`src/inc/pfc_defs.vh`:
```
// Constants for the parallel flash host controller
`ifndef PFC_DEFS_VH
`define PFC_DEFS_VH
`define PFC_UNLOCK_ADDR1 17'h0_5555
`define PFC_UNLOCK_ADDR2 17'h0_2AAA
`define PFC_UNLOCK_DATA1 8'hAA
`define PFC_UNLOCK_DATA2 8'h55
`define PFC_CMD_SETUP 8'h80
`define PFC_CMD_ERASE 8'h10
`define PFC_CMD_LOCK 8'h40
`define PFC_CMD_PROGRAM 8'hA0
`define PFC_CMD_ID_ENTRY 8'h90
`define PFC_CMD_ID_EXIT 8'hF0
`define PFC_LOCK_STATUS_ADDR 17'h0_0002
`define PFC_BOOT_LAST_ADDR 17'h0_1FFF
`define PFC_ERASED_BYTE 8'hFF
`define PFC_OP_READ 3'h0
`define PFC_OP_PROGRAM 3'h1
`define PFC_OP_ERASE 3'h2
`define PFC_OP_LOCK 3'h3
`define PFC_OP_ID_ENTRY 3'h4
`define PFC_OP_ID_EXIT 3'h5
`define PFC_OP_ID_EXIT_SHORT 3'h6
`define PFC_OP_LOCK_QUERY 3'h7
// Strobe low time: well above the 15 ns glitch filter of the flash
`define PFC_STROBE_NS 60
// Read access settle time before sampling the data bus
`define PFC_ACCESS_NS 120
`define PFC_CLK_NS 4
`endif

```
`src/core/pfc_seq_rom.v`:
```
// Command sequence table: address and data of each write cycle
`timescale 1ns/1ns
`include "pfc_defs.vh"
module pfc_seq_rom (
  input wire clock_in,
  input wire [2:0] op_in,
  input wire [2:0] step_in,
  input wire [7:0] user_data_in,
  input wire [16:0] user_addr_in,
  output reg [16:0] addr_out,
  output reg [7:0] data_out
);
  reg [16:0] a;
  reg [7:0] d;
  always @* begin
    a = `PFC_UNLOCK_ADDR1;
    d = `PFC_UNLOCK_DATA1;
    if (op_in == `PFC_OP_ID_EXIT_SHORT) begin
      a = user_addr_in;
      d = `PFC_CMD_ID_EXIT;
    end else begin
      case (step_in)
        3'h0: begin
          a = `PFC_UNLOCK_ADDR1;
          d = `PFC_UNLOCK_DATA1;
        end
        3'h1, 3'h4: begin
          a = `PFC_UNLOCK_ADDR2;
          d = `PFC_UNLOCK_DATA2;
        end
        3'h2: begin
          case (op_in)
            `PFC_OP_PROGRAM: d = `PFC_CMD_PROGRAM;
            `PFC_OP_ID_ENTRY, `PFC_OP_LOCK_QUERY: d = `PFC_CMD_ID_ENTRY;
            `PFC_OP_ID_EXIT: d = `PFC_CMD_ID_EXIT;
            default: d = `PFC_CMD_SETUP;
          endcase
        end
        3'h3: begin
          if (op_in == `PFC_OP_PROGRAM) begin
            a = user_addr_in;
            d = user_data_in;
          end
        end
        3'h5: begin
          d = (op_in == `PFC_OP_LOCK) ? `PFC_CMD_LOCK : `PFC_CMD_ERASE;
        end
        default: begin
          a = `PFC_UNLOCK_ADDR1;
          d = `PFC_UNLOCK_DATA1;
        end
      endcase
    end
  end
  always @(posedge clock_in) begin
    addr_out <= a;
    data_out <= d;
  end
endmodule

```
`src/core/pfc_host.v`:
```
// Host controller that drives a byte-wide parallel flash over its pins
// How it works
// - Chip erase is six unlock-prefixed writes ending 5555/10.
// - Byte program is three writes ending 5555/A0, then address and data.
// - Boot lockout is six writes ending 5555/40.
// - Identification entry is three writes ending 5555/90.
// - Identification exit is three writes ending F0, or one F0 write.
`timescale 1ns/1ns
`include "pfc_defs.vh"
module pfc_host #(
  parameter STROBE_CYC = (`PFC_STROBE_NS + `PFC_CLK_NS - 1) / `PFC_CLK_NS,
  parameter ACCESS_CYC = (`PFC_ACCESS_NS + `PFC_CLK_NS - 1) / `PFC_CLK_NS
) (
  input wire clock_in,
  input wire rst_b_in,
  input wire start_in,
  input wire [2:0] op_in,
  input wire [16:0] addr_in,
  input wire [7:0] wdata_in,
  output reg busy_out,
  output reg done_out,
  output reg error_out,
  output reg [7:0] rdata_out,
  output reg locked_out,
  output reg chip_sel_b_out,
  output reg out_en_b_out,
  output reg write_b_out,
  output reg [16:0] byte_address_out,
  output reg [7:0] data_bus_out,
  output reg data_bus_oe_out,
  input wire [7:0] data_bus_in
);
  localparam S_IDLE = 3'h0;
  localparam S_SETUP = 3'h1;
  localparam S_WLOW = 3'h2;
  localparam S_WHOLD = 3'h3;
  localparam S_RLOW = 3'h4;
  localparam S_RGAP = 3'h5;
  localparam S_DONE = 3'h6;
  localparam S_LOAD = 3'h7;
  reg [2:0] state;
  reg [2:0] op;
  reg [2:0] step;
  reg [16:0] uaddr;
  reg [7:0] udata;
  reg [7:0] cnt;
  reg poll_phase;
  reg have_prev;
  reg [7:0] prev;
  reg [7:0] s1;
  reg [7:0] s2;
  reg [7:0] s3;
  wire [16:0] seq_addr;
  wire [7:0] seq_data;
  wire [2:0] last_step;
  wire in_boot;
  wire [7:0] rd;

  pfc_seq_rom u_rom (
    .clock_in(clock_in),
    .op_in(op),
    .step_in(step),
    .user_data_in(udata),
    .user_addr_in(uaddr),
    .addr_out(seq_addr),
    .data_out(seq_data)
  );

  function [2:0] pfc_last;
    input [2:0] o;
    begin
      case (o)
        `PFC_OP_PROGRAM: pfc_last = 3'h3;
        `PFC_OP_ERASE, `PFC_OP_LOCK: pfc_last = 3'h5;
        `PFC_OP_ID_EXIT_SHORT: pfc_last = 3'h0;
        default: pfc_last = 3'h2;
      endcase
    end
  endfunction

  assign last_step = pfc_last(op);
  assign in_boot = (uaddr <= `PFC_BOOT_LAST_ADDR);
  // Bus value accepted only when the last two synchroniser stages agree
  assign rd = s3;

  always @(posedge clock_in) begin
    s1 <= data_bus_in;
    s2 <= s1;
    s3 <= s2;
  end

  always @(posedge clock_in) begin
    if (!rst_b_in) begin
      state <= S_IDLE;
      op <= `PFC_OP_READ;
      step <= 3'h0;
      uaddr <= 17'h0_0000;
      udata <= 8'h00;
      cnt <= 8'h00;
      poll_phase <= 1'b0;
      have_prev <= 1'b0;
      prev <= 8'h00;
      busy_out <= 1'b0;
      done_out <= 1'b0;
      error_out <= 1'b0;
      rdata_out <= 8'h00;
      locked_out <= 1'b0;
      chip_sel_b_out <= 1'b1;
      out_en_b_out <= 1'b1;
      write_b_out <= 1'b1;
      byte_address_out <= 17'h0_0000;
      data_bus_out <= 8'h00;
      data_bus_oe_out <= 1'b0;
    end else begin
      done_out <= 1'b0;
      case (state)
        S_IDLE: begin
          // Requests while busy are ignored
          if (start_in) begin
            op <= op_in;
            uaddr <= addr_in;
            udata <= wdata_in;
            step <= 3'h0;
            poll_phase <= 1'b0;
            have_prev <= 1'b0;
            error_out <= 1'b0;
            busy_out <= 1'b1;
            if (op_in == `PFC_OP_READ) begin
              state <= S_SETUP;
              poll_phase <= 1'b1;
            end else if (op_in == `PFC_OP_PROGRAM && locked_out &&
                         addr_in <= `PFC_BOOT_LAST_ADDR) begin
              error_out <= 1'b1;
              busy_out <= 1'b0;
              done_out <= 1'b1;
            end else begin
              state <= S_LOAD;
            end
          end
        end
        S_SETUP: begin
          // Address and strobes settle a cycle apart to stay glitch free
          cnt <= 8'h00;
          out_en_b_out <= 1'b1;
          if (poll_phase) begin
            byte_address_out <= (op == `PFC_OP_LOCK_QUERY) ?
              `PFC_LOCK_STATUS_ADDR : uaddr;
            data_bus_oe_out <= 1'b0;
            chip_sel_b_out <= 1'b0;
            state <= S_RLOW;
          end else begin
            byte_address_out <= seq_addr;
            data_bus_out <= seq_data;
            data_bus_oe_out <= 1'b1;
            chip_sel_b_out <= 1'b0;
            state <= S_WLOW;
          end
        end
        S_WLOW: begin
          write_b_out <= 1'b0;
          cnt <= cnt + 8'h01;
          if (cnt == STROBE_CYC[7:0]) begin
            write_b_out <= 1'b1;
            cnt <= 8'h00;
            state <= S_WHOLD;
          end
        end
        S_WHOLD: begin
          // Data held one cycle past the rising strobe
          chip_sel_b_out <= 1'b1;
          data_bus_oe_out <= 1'b0;
          if (step == last_step) begin
            if (op == `PFC_OP_ID_EXIT || op == `PFC_OP_ID_EXIT_SHORT ||
                op == `PFC_OP_ID_ENTRY) begin
              state <= S_DONE;
            end else begin
              poll_phase <= 1'b1;
              state <= S_SETUP;
            end
          end else begin
            step <= step + 3'h1;
            state <= S_LOAD;
          end
        end
        S_RLOW: begin
          out_en_b_out <= 1'b0;
          cnt <= cnt + 8'h01;
          // Late settle waits for the synchroniser instead of a full wrap
          if (cnt >= ACCESS_CYC[7:0] && s2 == s3) begin
            out_en_b_out <= 1'b1;
            chip_sel_b_out <= 1'b1;
            prev <= rd;
            have_prev <= 1'b1;
            cnt <= 8'h00;
            state <= S_RGAP;
            if (op == `PFC_OP_READ) begin
              rdata_out <= rd;
              state <= S_DONE;
            end else if (op == `PFC_OP_LOCK_QUERY) begin
              locked_out <= rd[0];
              rdata_out <= rd;
              // Leave identification mode again with the short exit
              op <= `PFC_OP_ID_EXIT_SHORT;
              step <= 3'h0;
              poll_phase <= 1'b0;
              state <= S_LOAD;
            end else if (have_prev && prev[6] == rd[6]) begin
              rdata_out <= rd;
              state <= S_DONE;
              if (op == `PFC_OP_LOCK) begin
                locked_out <= 1'b1;
              end
              if (op == `PFC_OP_PROGRAM &&
                  (rd != udata || rd[7] != udata[7])) begin
                error_out <= 1'b1;
              end
              if (op == `PFC_OP_ERASE && rd != `PFC_ERASED_BYTE &&
                  !(locked_out && in_boot)) begin
                error_out <= 1'b1;
              end
            end
          end
        end
        S_RGAP: begin
          // Output enable must rise between reads for the toggle to advance
          state <= S_SETUP;
        end
        S_LOAD: begin
          // Sequence table output is registered: it lags op and step a cycle
          state <= S_SETUP;
        end
        S_DONE: begin
          chip_sel_b_out <= 1'b1;
          out_en_b_out <= 1'b1;
          busy_out <= 1'b0;
          done_out <= 1'b1;
          state <= S_IDLE;
        end
        default: state <= S_IDLE;
      endcase
    end
  end
endmodule

```
`config.mk`:
```
export PLATFORM = sky130hd
export DESIGN_NAME = pfc_host
export DESIGN_NICKNAME = d
export VERILOG_FILES = /design/src/core/pfc_seq_rom.v /design/src/core/pfc_host.v
export VERILOG_INCLUDE_DIRS = /design/src /design/src/inc
export SDC_FILE = /design/constraint.sdc
export NUM_CORES = 1
export LEC_CHECK = 0
export ABC_AREA = 1
export BUFFER_PORTS_ARGS = -buffer_cell sky130_fd_sc_hd__buf_2
export CAP_MARGIN = 40
export CORE_ASPECT_RATIO = 0.75
export CORE_MARGIN = 2
export CORE_UTILIZATION = 57
export DETAILED_ROUTE_END_ITERATION = 6
export PLACE_DENSITY_LB_ADDON = 0.2
export SETUP_SLACK_MARGIN = 0.02
export SLEW_MARGIN = 0
export SYNTH_ARGS = -nofsm -noshare
export SYNTH_HDL_FRONTEND = slang
export SYNTH_SLANG_ARGS = --single-unit
```
`constraint.sdc`:
```
create_clock -name clock_in -period 2 [get_ports clock_in]
set_input_delay 0.4 -clock clock_in [delete_from_list [all_inputs] [get_ports clock_in]]
set_output_delay 0.4 -clock clock_in [all_outputs]
set_load 0.05 [all_outputs]
```
==> results.md <==
- Initial Util: 0.581
- Commonest non-fill, non-tap cell in the layout: nand2_1
- Clk_skew: 0.00718 ns
- Grt met2 use: 0.451
- Pleak: 3.01 nW
- Critical-path top delay cell: dfxtp_1
- Setup TNS Final: 0 ns
- Slew Limit Fails: 0
- WL final: about 13 mm
- CP top delay family: flip-flops
- Pwr Density: around 1600 nW/um^2
- Final Hold Vio Count: 0
- Period utilization: 0.919
- Overall routing resource usage: 0.257
- Fillers: between 700 and 800
- Crit path DAT: roughly 2.1 ns
- CP cell instances: inv_1 > ha_1 > nand2_1 > inv_1 > nor2_1 > inv_2 > o21ai_0 > buf_4 > o211ai_1 > a21oi_1 > nand2_1
- Max-Slew Margin vs Limit: 0.643
- CP required: around 2.3 ns
- Die Ht: between 80 and 90 um
- Most Crowded Layer GR: met2
- Synthesized flop and latch total: about 140
- HP Class: primary input to register
- Clock Path Buffers: 2
- Post-synthesis sequential area ratio: 0.488
- Post-layout min period: between 1.5 and 2 ns
- GP Congestion: about 0.98
- RSZ-0062 raised after global routing: no
- Initial DRC count: ~390
- Skew-Pair Late Insertion Delay: approximately 0.42 ns
- Clock slew at reported path FFs: 0.06 ns
- Detailed Place HPWL: 9.31 mm
- Most frequent cells in the layout: nand2_1, dfxtp_1, inv_1
- Total congestion overflow: 0
- First-pass GRT wire length: around 21 mm
- CTS tree: built
- Layout Utilization: 0.696
- Vias post-DR: about 4900
- Row count: 31
- Post-Syn Instances: between 700 and 800
- Post-route cell area: approximately 6600 um^2
- Full die area: 10500 um^2
- Async SR Flop Fraction: 0
- Number of synthesized flops with an enable pin: 0
- Max Fclk: 0.544 GHz
- Bufs and invs on worst path: 4
- Hold Path Depth: 1
- DRC: 0
- Die width: ~120 um
- CORE AREA: ~9500 um^2
- Post-synth cell types: between 40 and 50
- Routed Antenna Nets: 0
- Inserted Diodes: 0
- Root Buffer: clkbuf_16
- Mean Syn Cell Area: roughly 7.7 um^2
- Crit Path Max Fanout: 6
- Share of cells above drive strength 1: 0.190
- Yosys top cell by area: dfxtp_1
- Post-synthesis cell area: approximately 5500 um^2
- Buffers on Ports: 79
- Via-to-Cell Ratio: roughly 5.2
- WS Path Type: register to register
- Ys Warns: 0
- Initial antenna violation count: 0
- Area Growth Syn to Fin: 19.8%
- Maximum VDD drop: 0.995 mV
- DRT Pass-1 Iters: 4
- Final #Nets: 852
- CTS buffer count: 17
- Worst reg-to-reg path cell count: 11
- Top cell type's share of synthesized area: 0.488
- Synth top area cells: dfxtp_1, nand2_1, inv_1
- # IOs: 80
- GR Util met3: 0.0695
- Status: completed
- Post-DP Area: 6060 um^2
- Largest net degree at the start of global routing: between 60 and 70
- Post-CTS Setup Inserts: 0
- Final setup vio count: 0
- Hold Buf Count CTS: 0
- Vias in the first global route: between 4000 and 5000
- Max-cap violations: 0
- Average wire per standard cell: 14.0 um
- CP endpoint kind: register
- Synth Flop Type: dfxtp_1
- # clock sinks: between 100 and 150
- Synth Net Count: around 770
- CP Launch Type: register
- CP Depth: 11
- Max incr delay on CP: 0.45 ns
- Met1 usage: 0.314
- Htree depth: 4
- Hold Slack: roughly 0.084 ns
- Worst-Margin Slew: 0.535 ns
==> power by group <==
group	switching [mW]	internal (mW)	total [mW]	leakage (nW)
Clock	1.15	1.80	2.96	0.272
Sequential	0.397	3.35	3.75	1.11
Combinational	2.54	1.14	3.68	1.63
==> stage by stage <==
stage	instances	worst slack [ns]	total power, mW
after floorplan	717	0.375	6.49
after global placement	916	0.207	7.23
after detailed placement	916	0.0731	7.36
after CTS	947	0.0602	10.4
after global routing	947	0.0204	11.0
final	947	0.162	10.4
==> synth_stat cells, types with 3 or more instances <==
cell type / count
a21oi_1: 66
a31oi_1: 17
buf_2: 4
buf_4: 4
buf_6: 3
clkbuf_1: 7
dfxtp_1: 135
ha_1: 10
inv_1: 97
inv_2: 6
nand2_1: 141
nand2_2: 4
nand3_1: 19
nand4_1: 9
nor2_1: 72
nor2_2: 6
nor3_1: 3
o211ai_1: 3
o21ai_0: 69
xnor2_1: 6
==> logic make-up (layout without fill, tap and decap cells) <==
family                     Yosys count  after routing  share of synthesized area
adders and majority gates           10             10                     0.0226
buffers and inverters              128            226                     0.0955
AOI/OAI and AO/OA                  163            163                      0.156
xor gates and xnor gates             9              9                     0.0156
DFF                                135            135                      0.488
and+or+nand+nor                    272            272                      0.222
==> final timing paths <==
path | start | endpoint | slack, ns
worst max register to register | step[0]$_SDFFE_PN0P_ | u_rom.data_out[4]$_SDFF_PP1_ | 0.16
worst max-delay path | step[0]$_SDFFE_PN0P_ | u_rom.data_out[4]$_SDFF_PP1_ | 0.16
worst min-delay path | data_bus_in[0] | s1[0]$_DFF_P_ | 0.08
worst min register to register | s1[5]$_DFF_P_ | s2[5]$_DFF_P_ | 0.32
==> per-layer routing <==
layer  vias up  share of wire
met1      2269           0.44
met5         -              0
met4         0          0.016
li1       2471              -
met3        18          0.072
met2       189           0.47
==> area by class of cell <==
cell class | count | area [um^2] | share of cell area
clock buffers | 21 | 470 | 0.0709
flip-flops and latches | 135 | 2700 | 0.407
inverters | 107 | 405 | 0.0611
clock inverters | 10 | 97.6 | 0.0147
repair buffers | 88 | 475 | 0.0716
well taps | 132 | 165 | 0.0249
multi-input cells | 454 | 2320 | 0.350
==> state kept, by name, indices dropped and copies added, names as in the netlist, 3 cells and up <==
name,count
step,3
udata,8
u_rom.data_out,8
state,3
data_bus_out,8
rd,8
op,3
u_rom.addr_out,17
s1,8
byte_address_out,17
rdata_out,8
cnt,8
uaddr,17
s2,8
==> repair_timing <==
| action | 4_1_cts | 5_1_grt |
|---|---|---|
| setup endpoints to repair | 0 | 25 |
| hold endpoints to repair | 0 | 0 |
| resized for setup | 0 | 3 |
No activity file was read; power rests on OpenSTA's default activity.
